File: src/verilog/rtp_pkg.sv
// Constants, register map and helpers of the pattern output unit
package rtp_pkg;

    // ****************************************
    // Register byte offsets
    // ****************************************
    localparam logic [7:0] OFF_CTRL = 8'h00;
    localparam logic [7:0] OFF_MODE = 8'h04;
    localparam logic [7:0] OFF_PTR [2] = '{8'h08, 8'h0C};
    localparam logic [7:0] OFF_PAT = 8'h10;
    localparam logic [7:0] OFF_LAT_LO [2] = '{8'h14, 8'h1C};
    localparam logic [7:0] OFF_LAT_HI [2] = '{8'h18, 8'h20};
    localparam logic [7:0] OFF_WPTR = 8'h24;
    localparam logic [7:0] OFF_STAT = 8'h28;

    // ****************************************
    // Field positions
    // ****************************************
    localparam int CTRL_SRC = 0;
    localparam int CTRL_STOP [2] = '{1, 4};
    localparam int CTRL_TRIG [2] = '{2, 5};
    localparam int MODE_LSB [2] = '{0, 2};
    localparam int MODE_IRQ [2] = '{4, 5};
    localparam int MODE_EDGE = 6;
    localparam int PTR_SWITCH = 3;

    // ****************************************
    // Modes, pointers, prescaler, responses
    // ****************************************
    typedef enum logic [1:0] {
        MODE_REP8 = 2'h0,
        MODE_REP6 = 2'h1,
        MODE_REP5 = 2'h2,
        MODE_ONESHOT = 2'h3
    } mode_type;

    localparam logic [2:0] TOP_REP8 = 3'h7;
    localparam logic [2:0] TOP_REP6 = 3'h5;
    localparam logic [2:0] TOP_REP5 = 3'h4;
    localparam logic [2:0] TOP_ONESHOT = 3'h2;
    localparam logic [2:0] PTR_ZERO = 3'h0;
    localparam logic [2:0] OS_FIRST_REG = 3'h1;
    localparam logic [2:0] OS_LAST_PTR = 3'h2;
    localparam logic [3:0] PRE_MASK_FAST = 4'h1;
    localparam logic [3:0] PRE_MASK_SLOW = 4'hF;
    localparam logic [1:0] RESP_OKAY = 2'h0;
    localparam logic [1:0] RESP_SLVERR = 2'h2;

    // Highest pointer value used by a mode
    function automatic logic [2:0] top_ptr(input mode_type m);
        case (m)
            MODE_REP8: top_ptr = TOP_REP8;
            MODE_REP6: top_ptr = TOP_REP6;
            MODE_REP5: top_ptr = TOP_REP5;
            default: top_ptr = TOP_ONESHOT;
        endcase
    endfunction

    // Step down by one, wrapping inside the mode's stage range
    function automatic logic [2:0] dec_ptr(input logic [2:0] p,
                                           input mode_type m);
        dec_ptr = (p == PTR_ZERO) ? top_ptr(m) : p - 3'h1;
    endfunction

endpackage

File: src/verilog/timer_link_if.sv
// Link between the control logic and one reload timer
`timescale 1ns/10ps
`default_nettype none
interface timer_link_if #(parameter int W = 16);
    logic tick;
    logic start;
    logic run;
    logic underflow;
    logic [W-1:0] latch0;
    logic [W-1:0] latch1;
    logic [W-1:0] count;
    modport ctl(output tick, start, run, latch0, latch1,
                input count, underflow);
    modport tmr(input tick, start, run, latch0, latch1,
                output count, underflow);
endinterface
`default_nettype wire
File: src/verilog/realtime_pattern_output_port.sv
// Two-timer pattern output unit with AXI4-Lite register access
//
// The register offsets and the AXI4-Lite register port were left to the implementer.
`timescale 1ns/10ps
`default_nettype none
module realtime_pattern_output_port #(
    parameter int CNT_W = 16,
    parameter int PAT_W = 8,
    parameter int PAT_D = 8
) (
    input wire logic aclk,
    input wire logic aresetn,
    input wire logic [7:0] awaddr,
    input wire logic awvalid,
    output logic awready,
    input wire logic [31:0] wdata,
    input wire logic [3:0] wstrb,
    input wire logic wvalid,
    output logic wready,
    output logic [1:0] bresp,
    output logic bvalid,
    input wire logic bready,
    input wire logic [7:0] araddr,
    input wire logic arvalid,
    output logic arready,
    output logic [31:0] rdata,
    output logic [1:0] rresp,
    output logic rvalid,
    input wire logic rready,
    input wire logic external_trigger_input,
    input wire logic start_pin_a,
    input wire logic start_pin_b,
    output logic [7:0] pattern_output_port_a,
    output logic [7:0] pattern_output_port_b
);
    if (CNT_W != 16 || PAT_W != 8 || PAT_D != 8) begin : g_bad
        $error("realtime_pattern_output_port: unsupported size");
    end

    // ****************************************
    // Declarations
    // ****************************************
    logic [7:0] waddr_q;
    logic [31:0] wdata_q;
    logic wstrb0_q;
    logic wr_go;
    logic wr_en;
    logic ar_go;
    logic [31:0] rd_mux;
    logic src_slow;
    logic edge_rise;
    logic [3:0] pre;
    logic tick;
    logic [2:0] pin_s1;
    logic [2:0] pin_s2;
    logic [2:0] pin_s3;
    logic int_edge;
    logic [1:0] stop;
    logic [1:0] trig_ext;
    logic [1:0] irq_mode;
    logic [1:0] irq_flag;
    logic [1:0] wptr;
    logic [1:0] held;
    logic [1:0] trig;
    logic [1:0] uf;
    logic [1:0] os_end;
    logic [1:0] oneshot;
    logic [1:0] ptr_wr;
    rtp_pkg::mode_type mode [2];
    logic [2:0] out_ptr [2];
    logic [2:0] rw_ptr;
    logic [7:0] pat_q [2];
    logic [7:0] lo_byte [2];
    logic [7:0] hold [2];
    logic [15:0] lat0 [2];
    logic [15:0] lat1 [2];
    logic [2:0] mem_raddr [4];
    logic [7:0] mem_rdata [4];
    // Plain copies of the timer links; an instance array needs constant indices
    logic [CNT_W-1:0] cnt [2];
    logic tmr_uf [2];

    timer_link_if #(.W(CNT_W)) link [2] ();

    function automatic logic hit(input logic [7:0] a,
                                 input logic [7:0] off);
        hit = (a == off);
    endfunction

    function automatic logic mapped(input logic [7:0] a);
        mapped = hit(a, rtp_pkg::OFF_CTRL) || hit(a, rtp_pkg::OFF_MODE)
            || hit(a, rtp_pkg::OFF_PTR[0]) || hit(a, rtp_pkg::OFF_PTR[1])
            || hit(a, rtp_pkg::OFF_PAT) || hit(a, rtp_pkg::OFF_WPTR)
            || hit(a, rtp_pkg::OFF_STAT)
            || hit(a, rtp_pkg::OFF_LAT_LO[0])
            || hit(a, rtp_pkg::OFF_LAT_LO[1])
            || hit(a, rtp_pkg::OFF_LAT_HI[0])
            || hit(a, rtp_pkg::OFF_LAT_HI[1]);
    endfunction

    // ****************************************
    // AXI4-Lite write channel
    // ****************************************
    assign wr_go = !awready && !wready && !bvalid;
    assign wr_en = wr_go && wstrb0_q && mapped(waddr_q);

    always_ff @(posedge aclk) begin
        if (!aresetn) begin
            awready <= 1'b1;
            waddr_q <= 8'h00;
        end else if (awvalid && awready) begin
            awready <= 1'b0;
            waddr_q <= awaddr;
        end else if (bvalid && bready) begin
            awready <= 1'b1;
        end
    end

    always_ff @(posedge aclk) begin
        if (!aresetn) begin
            wready <= 1'b1;
            wdata_q <= 32'h0000_0000;
            wstrb0_q <= 1'b0;
        end else if (wvalid && wready) begin
            wready <= 1'b0;
            wdata_q <= wdata;
            wstrb0_q <= wstrb[0];
        end else if (bvalid && bready) begin
            wready <= 1'b1;
        end
    end

    always_ff @(posedge aclk) begin
        if (!aresetn) begin
            bvalid <= 1'b0;
            bresp <= rtp_pkg::RESP_OKAY;
        end else if (wr_go) begin
            bvalid <= 1'b1;
            bresp <= mapped(waddr_q) ? rtp_pkg::RESP_OKAY
                                     : rtp_pkg::RESP_SLVERR;
        end else if (bready) begin
            bvalid <= 1'b0;
        end
    end

    // ****************************************
    // AXI4-Lite read channel
    // ****************************************
    assign ar_go = arvalid && arready;

    always_comb begin
        rd_mux = 32'h0000_0000;
        if (hit(araddr, rtp_pkg::OFF_CTRL)) begin
            rd_mux[rtp_pkg::CTRL_SRC] = src_slow;
        end else if (hit(araddr, rtp_pkg::OFF_MODE)) begin
            rd_mux[rtp_pkg::MODE_EDGE] = edge_rise;
        end else if (hit(araddr, rtp_pkg::OFF_PAT)) begin
            rd_mux[7:0] = mem_rdata[3];
        end else if (hit(araddr, rtp_pkg::OFF_WPTR)) begin
            rd_mux[1:0] = wptr;
        end else if (hit(araddr, rtp_pkg::OFF_STAT)) begin
            rd_mux[1:0] = irq_flag;
        end
        for (int i = 0; i < 2; i++) begin
            if (hit(araddr, rtp_pkg::OFF_CTRL)) begin
                rd_mux[rtp_pkg::CTRL_STOP[i]] = stop[i];
                rd_mux[rtp_pkg::CTRL_TRIG[i]] = trig_ext[i];
            end
            if (hit(araddr, rtp_pkg::OFF_MODE)) begin
                rd_mux[rtp_pkg::MODE_LSB[i] +: 2] = mode[i];
                rd_mux[rtp_pkg::MODE_IRQ[i]] = irq_mode[i];
            end
            if (hit(araddr, rtp_pkg::OFF_PTR[i])) begin
                rd_mux[2:0] = out_ptr[i];
            end
            if (hit(araddr, rtp_pkg::OFF_LAT_LO[i])) begin
                rd_mux[7:0] = held[i] ? hold[i] : cnt[i][7:0];
            end
            if (hit(araddr, rtp_pkg::OFF_LAT_HI[i])) begin
                rd_mux[7:0] = cnt[i][15:8];
            end
        end
    end

    always_ff @(posedge aclk) begin
        if (!aresetn) begin
            arready <= 1'b1;
            rvalid <= 1'b0;
            rdata <= 32'h0000_0000;
            rresp <= rtp_pkg::RESP_OKAY;
        end else if (ar_go) begin
            arready <= 1'b0;
            rvalid <= 1'b1;
            rdata <= rd_mux;
            rresp <= mapped(araddr) ? rtp_pkg::RESP_OKAY
                                    : rtp_pkg::RESP_SLVERR;
        end else if (rvalid && rready) begin
            arready <= 1'b1;
            rvalid <= 1'b0;
        end
    end

    // ****************************************
    // Shared configuration and count source
    // ****************************************
    always_ff @(posedge aclk) begin
        if (!aresetn) begin
            src_slow <= 1'b0;
            edge_rise <= 1'b0;
        end else begin
            if (wr_en && hit(waddr_q, rtp_pkg::OFF_CTRL))
                src_slow <= wdata_q[rtp_pkg::CTRL_SRC];
            if (wr_en && hit(waddr_q, rtp_pkg::OFF_MODE))
                edge_rise <= wdata_q[rtp_pkg::MODE_EDGE];
        end
    end

    // Prescaler is free running; a source switch may give one short period
    always_ff @(posedge aclk) begin
        if (!aresetn) begin
            pre <= 4'h0;
            tick <= 1'b0;
        end else begin
            pre <= pre + 4'h1;
            tick <= src_slow
                ? ((pre & rtp_pkg::PRE_MASK_SLOW) == rtp_pkg::PRE_MASK_SLOW)
                : ((pre & rtp_pkg::PRE_MASK_FAST)
                   == rtp_pkg::PRE_MASK_FAST);
        end
    end

    // ****************************************
    // Trigger pins: synchronise, then find edges
    // ****************************************
    always_ff @(posedge aclk) begin
        if (!aresetn) begin
            pin_s1 <= 3'h0;
            pin_s2 <= 3'h0;
            pin_s3 <= 3'h0;
        end else begin
            pin_s1 <= {start_pin_b, start_pin_a, external_trigger_input};
            pin_s2 <= pin_s1;
            pin_s3 <= pin_s2;
        end
    end

    assign int_edge = edge_rise ? (pin_s2[0] && !pin_s3[0])
                                : (!pin_s2[0] && pin_s3[0]);

    always_comb begin
        for (int i = 0; i < 2; i++) begin
            oneshot[i] = (mode[i] == rtp_pkg::MODE_ONESHOT);
            if (!trig_ext[i]) begin
                trig[i] = int_edge;
            end else if (oneshot[i]) begin
                trig[i] = pin_s2[i + 1] ^ pin_s3[i + 1];
            end else begin
                trig[i] = pin_s2[i + 1] && !pin_s3[i + 1];
            end
            uf[i] = tmr_uf[i] && !stop[i];
            os_end[i] = uf[i] && oneshot[i]
                && (out_ptr[i] == rtp_pkg::OS_LAST_PTR);
            ptr_wr[i] = wr_en && hit(waddr_q, rtp_pkg::OFF_PTR[i]);
        end
    end

    // ****************************************
    // Per-timer mode and trigger selection
    // ****************************************
    always_ff @(posedge aclk) begin
        for (int i = 0; i < 2; i++) begin
            if (!aresetn) begin
                mode[i] <= rtp_pkg::MODE_REP8;
                irq_mode[i] <= 1'b0;
                trig_ext[i] <= 1'b0;
            end else begin
                if (wr_en && hit(waddr_q, rtp_pkg::OFF_MODE)) begin
                    if (stop[i])
                        mode[i] <= rtp_pkg::mode_type'(
                            wdata_q[rtp_pkg::MODE_LSB[i] +: 2]);
                    irq_mode[i] <= wdata_q[rtp_pkg::MODE_IRQ[i]];
                end
                if (wr_en && hit(waddr_q, rtp_pkg::OFF_CTRL))
                    trig_ext[i] <= wdata_q[rtp_pkg::CTRL_TRIG[i]];
            end
        end
    end

    // Trigger wins over a stop write in the same cycle
    always_ff @(posedge aclk) begin
        for (int i = 0; i < 2; i++) begin
            if (!aresetn) begin
                stop[i] <= 1'b1;
            end else if (trig[i]) begin
                stop[i] <= 1'b0;
            end else if (os_end[i] || (wr_en
                && hit(waddr_q, rtp_pkg::OFF_CTRL)
                && wdata_q[rtp_pkg::CTRL_STOP[i]])) begin
                stop[i] <= 1'b1;
            end
        end
    end

    // ****************************************
    // Output pointers and pattern pins
    // ****************************************
    always_ff @(posedge aclk) begin
        for (int i = 0; i < 2; i++) begin
            if (!aresetn) begin
                out_ptr[i] <= rtp_pkg::PTR_ZERO;
            end else if (trig[i]) begin
                out_ptr[i] <= oneshot[i] ? rtp_pkg::PTR_ZERO
                    : rtp_pkg::dec_ptr(out_ptr[i], mode[i]);
            end else if (uf[i]) begin
                out_ptr[i] <= rtp_pkg::dec_ptr(out_ptr[i], mode[i]);
            end else if (ptr_wr[i] && wdata_q[rtp_pkg::PTR_SWITCH]
                         && !oneshot[i]) begin
                out_ptr[i] <= wdata_q[2:0];
            end
        end
    end

    always_ff @(posedge aclk) begin
        for (int i = 0; i < 2; i++) begin
            if (!aresetn) begin
                pat_q[i] <= 8'h00;
            end else if (trig[i]) begin
                pat_q[i] <= oneshot[i] ? mem_rdata[2] : mem_rdata[i];
            end else if (uf[i]) begin
                pat_q[i] <= mem_rdata[i];
            end
        end
    end

    assign pattern_output_port_a = pat_q[0];
    assign pattern_output_port_b = pat_q[1];

    // ****************************************
    // Pattern register access pointer
    // ****************************************
    always_ff @(posedge aclk) begin
        if (!aresetn) begin
            rw_ptr <= rtp_pkg::PTR_ZERO;
        end else if (ptr_wr[0] && !wdata_q[rtp_pkg::PTR_SWITCH]) begin
            rw_ptr <= wdata_q[2:0];
        end else if (ptr_wr[1] && !wdata_q[rtp_pkg::PTR_SWITCH]) begin
            rw_ptr <= wdata_q[2:0];
        end else if (wr_en && hit(waddr_q, rtp_pkg::OFF_PAT)) begin
            rw_ptr <= rtp_pkg::dec_ptr(rw_ptr, mode[0]);
        end
    end

    assign mem_raddr[0] = out_ptr[0];
    assign mem_raddr[1] = out_ptr[1];
    assign mem_raddr[2] = rtp_pkg::OS_FIRST_REG;
    assign mem_raddr[3] = rw_ptr;

    rtp_pattern_mem #(.W(PAT_W), .D(PAT_D), .NR(4)) u_mem (
        .aclk(aclk),
        .aresetn(aresetn),
        .we(wr_en && hit(waddr_q, rtp_pkg::OFF_PAT)),
        .waddr(rw_ptr),
        .wdata(wdata_q[7:0]),
        .raddr(mem_raddr),
        .rdata(mem_rdata)
    );

    // ****************************************
    // Reload latches and read hold
    // ****************************************
    always_ff @(posedge aclk) begin
        for (int i = 0; i < 2; i++) begin
            if (!aresetn) begin
                lo_byte[i] <= 8'h00;
                lat0[i] <= 16'h0000;
                lat1[i] <= 16'h0000;
                wptr[i] <= 1'b1;
            end else if (wr_en && hit(waddr_q, rtp_pkg::OFF_LAT_LO[i])) begin
                lo_byte[i] <= wdata_q[7:0];
            end else if (wr_en && hit(waddr_q, rtp_pkg::OFF_LAT_HI[i])) begin
                if (wptr[i]) lat1[i] <= {wdata_q[7:0], lo_byte[i]};
                else lat0[i] <= {wdata_q[7:0], lo_byte[i]};
                wptr[i] <= ~wptr[i];
            end else if (wr_en && hit(waddr_q, rtp_pkg::OFF_WPTR)) begin
                wptr[i] <= wdata_q[i];
            end
        end
    end

    always_ff @(posedge aclk) begin
        for (int i = 0; i < 2; i++) begin
            if (!aresetn) begin
                held[i] <= 1'b0;
                hold[i] <= 8'h00;
            end else if (ar_go && hit(araddr, rtp_pkg::OFF_LAT_HI[i])) begin
                held[i] <= 1'b1;
                hold[i] <= cnt[i][7:0];
            end else if (ar_go && hit(araddr, rtp_pkg::OFF_LAT_LO[i])) begin
                held[i] <= 1'b0;
            end
        end
    end

    // ****************************************
    // Underflow request flags, set beats clear
    // ****************************************
    always_ff @(posedge aclk) begin
        for (int i = 0; i < 2; i++) begin
            if (!aresetn) begin
                irq_flag[i] <= 1'b0;
            end else if (uf[i] && (!irq_mode[i]
                         || out_ptr[i] == rtp_pkg::PTR_ZERO)) begin
                irq_flag[i] <= 1'b1;
            end else if (wr_en && hit(waddr_q, rtp_pkg::OFF_STAT)
                         && wdata_q[i]) begin
                irq_flag[i] <= 1'b0;
            end
        end
    end

    // ****************************************
    // Timers
    // ****************************************
    for (genvar g = 0; g < 2; g++) begin : g_tmr
        assign link[g].tick = tick;
        assign link[g].start = trig[g];
        assign link[g].run = !stop[g];
        assign link[g].latch0 = lat0[g];
        assign link[g].latch1 = lat1[g];
        assign cnt[g] = link[g].count;
        assign tmr_uf[g] = link[g].underflow;
        rtp_timer #(.W(CNT_W)) u_tmr (
            .aclk(aclk),
            .aresetn(aresetn),
            .link(link[g])
        );
    end
endmodule
`default_nettype wire

File: src/verilog/rtp_pattern_mem.sv
// Pattern register bank with registered read ports
`timescale 1ns/10ps
`default_nettype none
module rtp_pattern_mem #(
    parameter int W = 8,
    parameter int D = 8,
    parameter int NR = 4,
    parameter int AW = $clog2(D)
) (
    input wire logic aclk,
    input wire logic aresetn,
    input wire logic we,
    input wire logic [AW-1:0] waddr,
    input wire logic [W-1:0] wdata,
    input wire logic [AW-1:0] raddr [NR],
    output logic [W-1:0] rdata [NR]
);
    logic [W-1:0] mem [D];

    if (D < 2 || NR < 1 || (1 << AW) < D) begin : g_bad
        $error("rtp_pattern_mem: bad geometry");
    end

    // ****************************************
    // Storage, cleared so pins stay low until a trigger
    // ****************************************
    always_ff @(posedge aclk) begin
        if (!aresetn) begin
            for (int k = 0; k < D; k++) mem[k] <= '0;
        end else if (we) begin
            mem[waddr] <= wdata;
        end
    end

    always_ff @(posedge aclk) begin
        for (int r = 0; r < NR; r++) begin
            if (!aresetn) rdata[r] <= '0;
            else rdata[r] <= mem[raddr[r]];
        end
    end
endmodule
`default_nettype wire

File: src/verilog/rtp_timer.sv
// Down counter with two reload latches
`timescale 1ns/10ps
`default_nettype none
module rtp_timer #(
    parameter int W = 16
) (
    input wire logic aclk,
    input wire logic aresetn,
    timer_link_if.tmr link
);
    logic from_latch1;

    if (W < 2) begin : g_bad
        $error("rtp_timer: width too small");
    end

    // ****************************************
    // Count, reload and underflow
    // ****************************************
    always_ff @(posedge aclk) begin
        if (!aresetn) begin
            link.count <= '0;
            link.underflow <= 1'b0;
            from_latch1 <= 1'b0;
        end else begin
            link.underflow <= 1'b0;
            if (link.start) begin
                link.count <= link.latch1;
                from_latch1 <= 1'b0;
            end else if (link.run && link.tick) begin
                if (link.count == '0) begin
                    // Reload on the pulse after zero
                    link.count <= from_latch1 ? link.latch1
                                              : link.latch0;
                    from_latch1 <= ~from_latch1;
                    link.underflow <= 1'b1;
                end else begin
                    link.count <= link.count - 1'b1;
                end
            end
        end
    end
endmodule
`default_nettype wire

File: config.mk
export PLATFORM = sky130hd
export DESIGN_NAME = realtime_pattern_output_port
export DESIGN_NICKNAME = d
export VERILOG_FILES = /design/src/verilog/rtp_pkg.sv /design/src/verilog/timer_link_if.sv /design/src/verilog/realtime_pattern_output_port.sv /design/src/verilog/rtp_pattern_mem.sv /design/src/verilog/rtp_timer.sv
export SDC_FILE = /design/constraint.sdc
export NUM_CORES = 1
export LEC_CHECK = 0
export BUFFER_PORTS_ARGS = -buffer_cell sky130_fd_sc_hd__buf_2
export CORE_ASPECT_RATIO = 1.75
export CORE_MARGIN = 3
export CORE_UTILIZATION = 55
export CTS_BUF_LIST = sky130_fd_sc_hd__clkbuf_2
export DETAILED_ROUTE_END_ITERATION = 10
export PLACE_DENSITY_LB_ADDON = 0.15
export SETUP_SLACK_MARGIN = 0.3
export SLEW_MARGIN = 10
export SYNTH_ARGS = -nofsm -noshare
export SYNTH_HDL_FRONTEND = slang
export SYNTH_HIERARCHICAL = 1
export SYNTH_SLANG_ARGS = --single-unit
File: constraint.sdc
create_clock -name aclk -period 3.6 [get_ports aclk]
set_input_delay 0 -clock aclk [delete_from_list [all_inputs] [get_ports aclk]]
set_output_delay 0 -clock aclk [all_outputs]
set_load 0.005 [all_outputs]
Yosys cells after proc, flatten, opt, wreduce, memory -nomap -nowiden
Memories as Yosys holds them, arrays and structs flattened. A register that Yosys moved wholly into a read port is not among the register bits.
Cells that the tools add are included.
Storage, ports and cells
  register bits after elaboration: 101
  memory bits (writable): 186
  input bits: 62
  output and inout port bits: 57
  logic and storage cells: 415
  memories kept: 8
Memory list
  u_mem.mem: depth 8, width 8, read ports 4, clocked after memory_dff 4, wr ports 8, line rtp_pattern_mem.sv:18  | logic [W-1:0] mem [D];
  lat0: depth 2, width 16, read ports 2, clocked after memory_dff 0, wr ports 2, line realtime_pattern_output_port.sv:75  | logic [15:0] lat0 [2];
  lat1: depth 2, width 16, read ports 2, clocked after memory_dff 0, wr ports 2, line realtime_pattern_output_port.sv:76  | logic [15:0] lat1 [2];
  hold: depth 2, width 8, read ports 2, clocked after memory_dff 0, wr ports 2, line realtime_pattern_output_port.sv:74  | logic [7:0] hold [2];
  lo_byte: depth 2, width 8, read ports 2, clocked after memory_dff 0, wr ports 2, line realtime_pattern_output_port.sv:73  | logic [7:0] lo_byte [2];
  pat_q: depth 2, width 8, read ports 2, clocked after memory_dff 0, wr ports 2, line realtime_pattern_output_port.sv:72  | logic [7:0] pat_q [2];
  2 more memories
Cells by class
  $add $sub $neg: 6
  equality and inequality tests: 29
  multiplexer cells: 183
  bitwise logic cells: 31
  reduce and logical (&&, ||, !) cells: 123
Operator list (number)
  2-to-1 mux 16 bit: 12
  2-to-1 mux 8 bit: 17
  2-to-1 mux 1 bit: 107
  2-to-1 mux 3 bit: 29
  == test 8 x 5 -> 1 bit (second input constant): 8
  == test 8 x 6 -> 1 bit (second input constant): 6
  logical AND 1 bit: 48
  == test 8 x 4 -> 1 bit (second input constant): 4
  zero test 16 bit: 2
  subtractor 16 x 1 -> 16 bit (second input constant): 2
  nonzero test 2 bit: 14
  logical OR 1 bit: 24
  2-to-1 mux 6 bit: 4
  2-to-1 mux 2 bit: 11
  OR 1 bit: 20
  zero test 1 bit: 18
  one-hot mux 3 bit (3 select lines): 2
  == test 8 x 3 -> 1 bit (second input constant): 2
  zero test 8 bit: 2
  zero test 3 bit: 3
  inverter 1 bit: 9
  subtractor 3 x 1 -> 3 bit (second input constant): 3
  == test 2 bit (second input constant): 4
  AND reduction 2 bit: 4
  other kinds (11): 17

Depth between registers and ports, before layout
  depth in word-level cells: 21
  gate-level depth with buffers: 13
  mapped depth without buffers: 9

By module
Netlist, hierarchy kept.
Modules (own cells, without submodules)
  realtime_pattern_output_port: instances 1, cells each 826, area an instance 8874.8 um^2, seq. area each 4924.7 um^2
  rtp_pattern_mem: instances 1, cells each 334, area an instance 5341.4 um^2, seq. area each 2562.5 um^2
  rtp_timer: instances 2, cells each 188, area an instance 1510.2 um^2, seq. area each 360.3 um^2

Least setup slack after synthesis
No wires, ideal clock.
  path type: register -> register
  from: register waddr_q[3]
  to: memory lat0[0][0], enable pin
  library setup time: 414 ps
  arrival: 2514 ps
  required time: 3186 ps
  path slack: 671 ps
  cell stages (with the launch flop): 5
  buffers on the path: 1
  clock period less this slack: 2929 ps
  cell sequence: dfxtp_1 or3b_2 or2_0 buf_2 o31ai_1
RTL lines
  from (decl): line realtime_pattern_output_port.sv:43  | logic [7:0] waddr_q;
  from (signal assigned): line realtime_pattern_output_port.sv:113  | waddr_q <= awaddr;
  to (decl): line realtime_pattern_output_port.sv:75

==> results_dict.tcl <==
set metrics [dict create \
    outcome "completed" \
    layout_common_cells "edfxtp_1 (186), and2_1 (153), nand2_1 (142)" \
    worst_pin_slew_ns 1.084 \
    ys_seq_area_frac 0.4762 \
    cp_slowest_cell "dfxtp_1" \
    cpMostUsedCell "dlygate4sd3_1" \
    grt_max_degree 45 \
    synth_top_area_frac 0.3240 \
    antenna_left 0 \
    fin_crit_ns 2.969 \
    start_kind "flip-flop" \
    numPortBuffers 65 \
    cts_buffers 73 \
    critical-path-max-stage-delay_ns 0.57 \
    tns_ns 0 \
    dp_hpwl_mm 34.43 \
    cts.htree.levels 3 \
    whs_path_depth 5 \
    nNetsFinal 1809 \
    pwr-share-comb 0.115 \
    critical_path_peak_fanout 9 \
    grt_pass1_vias 13360 \
    vias_per_cell 6.065 \
    synthCells 1536 \
    holdPathEnd "wdata_q[4]" \
    regToRegStartpoint "wptr[1]" \
    synth_area_leaders "edfxtp_1 (32%), dfxtp_1 (15%), mux4_1 (6.9%), and2_1 (5.6%), mux2i_1 (5.2%)" \
    wirelength_mm 49.75 \
    maxSlewViolCount 0 \
    clkSlewWorstSetupHoldPaths_ns 0.11 \
    pwr-share-clk 0.342 \
    place_congestion 0.9646 \
    r2r_setup_slack_ns 0.63 \
    maxSlewHeadroom 0.2766 \
    p_leak_nw 7.587 \
    synth_cell_types 83 \
    reg2reg_depth 7 \
    antenna_found_initial 2 \
    synth.ff_latch_count 317 \
    first_pass_iters 6 \
    nFillCells 2506 \
    hold_path_class "primary input to flip-flop" \
    row_count 85 \
    multiInputGateArea_sq_um 8283 \
    layout_commonest_cell "edfxtp_1" \
    start_util 0.5589 \
    pwr-share-seq 0.544 \
    io-pin-count 119 \
    die_h_um 240.2 \
    drive_above_1_share 0.1585 \
    tritoncts "done" \
    p_sw_w 0.002123 \
    cts_buffer_depth 3 \
    cts_root_buf "clkbuf_2" \
    grt_remaining_overflow 0 \
    grt_pass1_wl_mm 76.40 \
    power_w 0.007580 \
    synthFlopType "edfxtp_1" \
    rsz0062_at_grt "no" \
    clock-sinks 317 \
    layout.area.seq_sq_um 8208 \
    setup_viol 0 \
    wl_per_cell_um 22.82 \
    reg2reg_to "rdata[1]" \
    path_buf_inv 3 \
    switching_share 0.2801 \
    critPathRequiredTime_ns 4.51 \
    crit_family "buffers and inverters" \
    core_area_sq_um 30840 \
    async_reset_ff_frac 0 \
    endpoint_kind "flip-flop" \
    hold_start "wvalid" \
    crit_type "flip-flop to flip-flop" \
    syn2layout_area_growth_pct 13.81 \
    power_density_nw_per_um2 386.4 \
    die_area_sq_um 33580 \
    grt_usage 0.2968 \
    avgSynthCellArea_sq_um 11.22 \
    synth.largest_area_cell "edfxtp_1" \
    max_freq_mhz 336.8 \
    clkLatencyLatePin_ns 1.01 \
    drc 0 \
    netlist_area_sq_um 17240 \
    intPower_w 0.005457 \
    finalHoldViolCount 0 \
    place_ws_ns 0.7936 \
    via_count 13220 \
    drt-initial-drc-count 964 \
    die_w_um 139.8 \
    skew_ns 0.1174 \
    cp.arrival_ns 3.88 \
    cap_viol_max_count 0 \
    fin_ws_ns 0.6312 \
    ir_worst_vdd_v 0.0004318 \
    period_share 0.8247 \
    path_cells "and4_1, o2111a_1, dlygate4sd3_1, o22ai_1, dlygate4sd3_1, a31oi_1, dlygate4sd3_1" \
    synth_edf_count 186 \
    yosys_warnings 6 \
    post_cts_buffers 0 \
]
[cell usage after synthesis (14+ instances only)]
cell,instances
edfxtp_1,186
and2_1,153
nand2_1,142
dfxtp_1,131
mux2i_1,89
nor2_1,83
a21oi_1,61
o21ai_0,52
clkbuf_1,51
mux4_1,45
inv_1,39
nor3_1,34
buf_4,28
nand2b_1,25
nand3_1,22
ha_1,21
a22o_1,19
buf_2,17
mux4_2,17
nor2b_1,17
nor4_1,17
o31ai_1,17
a211oi_1,14
and3_1,14
[logic make-up after synthesis]
group	Yosys count	share of synthesized area
other	2	0.0004357
buffers and inverters	163	0.05016
flip-flops	317	0.4762
multiplexers	160	0.1500
adder cells (fa/ha/maj)	21	0.01524
XOR/XNOR	18	0.009146
AND/OR/NAND/NOR	595	0.1951
AO/OA/AOI/OAI	260	0.1037
[sequential cells by signal, summed over array words and instances (netlist names), 6 cells and up]
name / cells
out_ptr: 6
g_tmr.u_tmr/link.count: 32
rdata: 8
waddr_q: 8
lat1: 32
lo_byte: 16
pat_q: 16
u_mem/rdata: 32
lat0: 32
u_mem/mem: 64
wdata_q: 8
hold: 16
[routing by layer]
metal  GRT usage  part of all wire
met1      0.2991              0.34
met3     0.04896             0.043
met5           0                 0
met4      0.2148             0.080
met2      0.5467              0.54
[power by group through the flow]
stage               registers, W  logic, W  clock network [W]
CTS                      0.00412  0.000843            0.00264
global placement         0.00419  0.000745                  0
detailed placement       0.00420  0.000751                  0
finish                   0.00412  0.000871            0.00259
global route             0.00414  0.000937            0.00283
floorplan                0.00411  0.000583                  0
[stage by stage]
step	util	std cells	cell area, sq um	hold slack [ns]
floorplan	-	1563	17340	0.1273
global placement	0.5741	1929	17710	0.2052
detailed placement	0.5741	1929	17710	0.2125
CTS	0.6358	2178	19610	0.03717
global route	0.6359	2179	19610	0.08275
finish	0.6360	2180	19620	0.1044
[worst min-delay path: stages]
cell	delay [ns]
buf_2	0.09
nand2_1	0.19
nand2_1	0.13
a21oi_1	0.06
dlygate4sd3_1	0.54
[area by class of cell]
class | instances | share of cell area
Timing Repair Buffer | 209 | 0.08713
Clock buffer | 114 | 0.02909
Tap cell | 391 | 0.02494
Antenna cell | 3 | 0.0003827
Inverter | 42 | 0.008037
Sequential cell | 317 | 0.4184
Multi-Input combinational cell | 1083 | 0.4222
Clock inverter | 21 | 0.009759
[how the worst max path moves through the flow]
| stage | from | end | slack [ns] | cells after the start |
|---|---|---|---|---|
| global placement | bvalid | u_mem/mem[2][6] | 0.86 | 6 |
| detailed placement | bvalid | u_mem/mem[2][4] | 0.79 | 6 |
| finish | wptr[1] | rdata[1] | 0.63 | 7 |
| CTS | araddr[2] | rdata[3] | 0.42 | 10 |
| floorplan | waddr_q[3] | lat0[0][0] | 0.67 | 4 |
| global route | bvalid | u_mem/mem[2][4] | 0.53 | 6 |
[timing repair]
action / 4_1_cts / 5_1_grt
endpoints found under the hold margin: 258 / 0
gates resized for setup: 0 / 5
endpoints found under the setup margin: 0 / 2
hold buffers: 114 / 0
No activity file was read; power rests on OpenSTA's default activity.
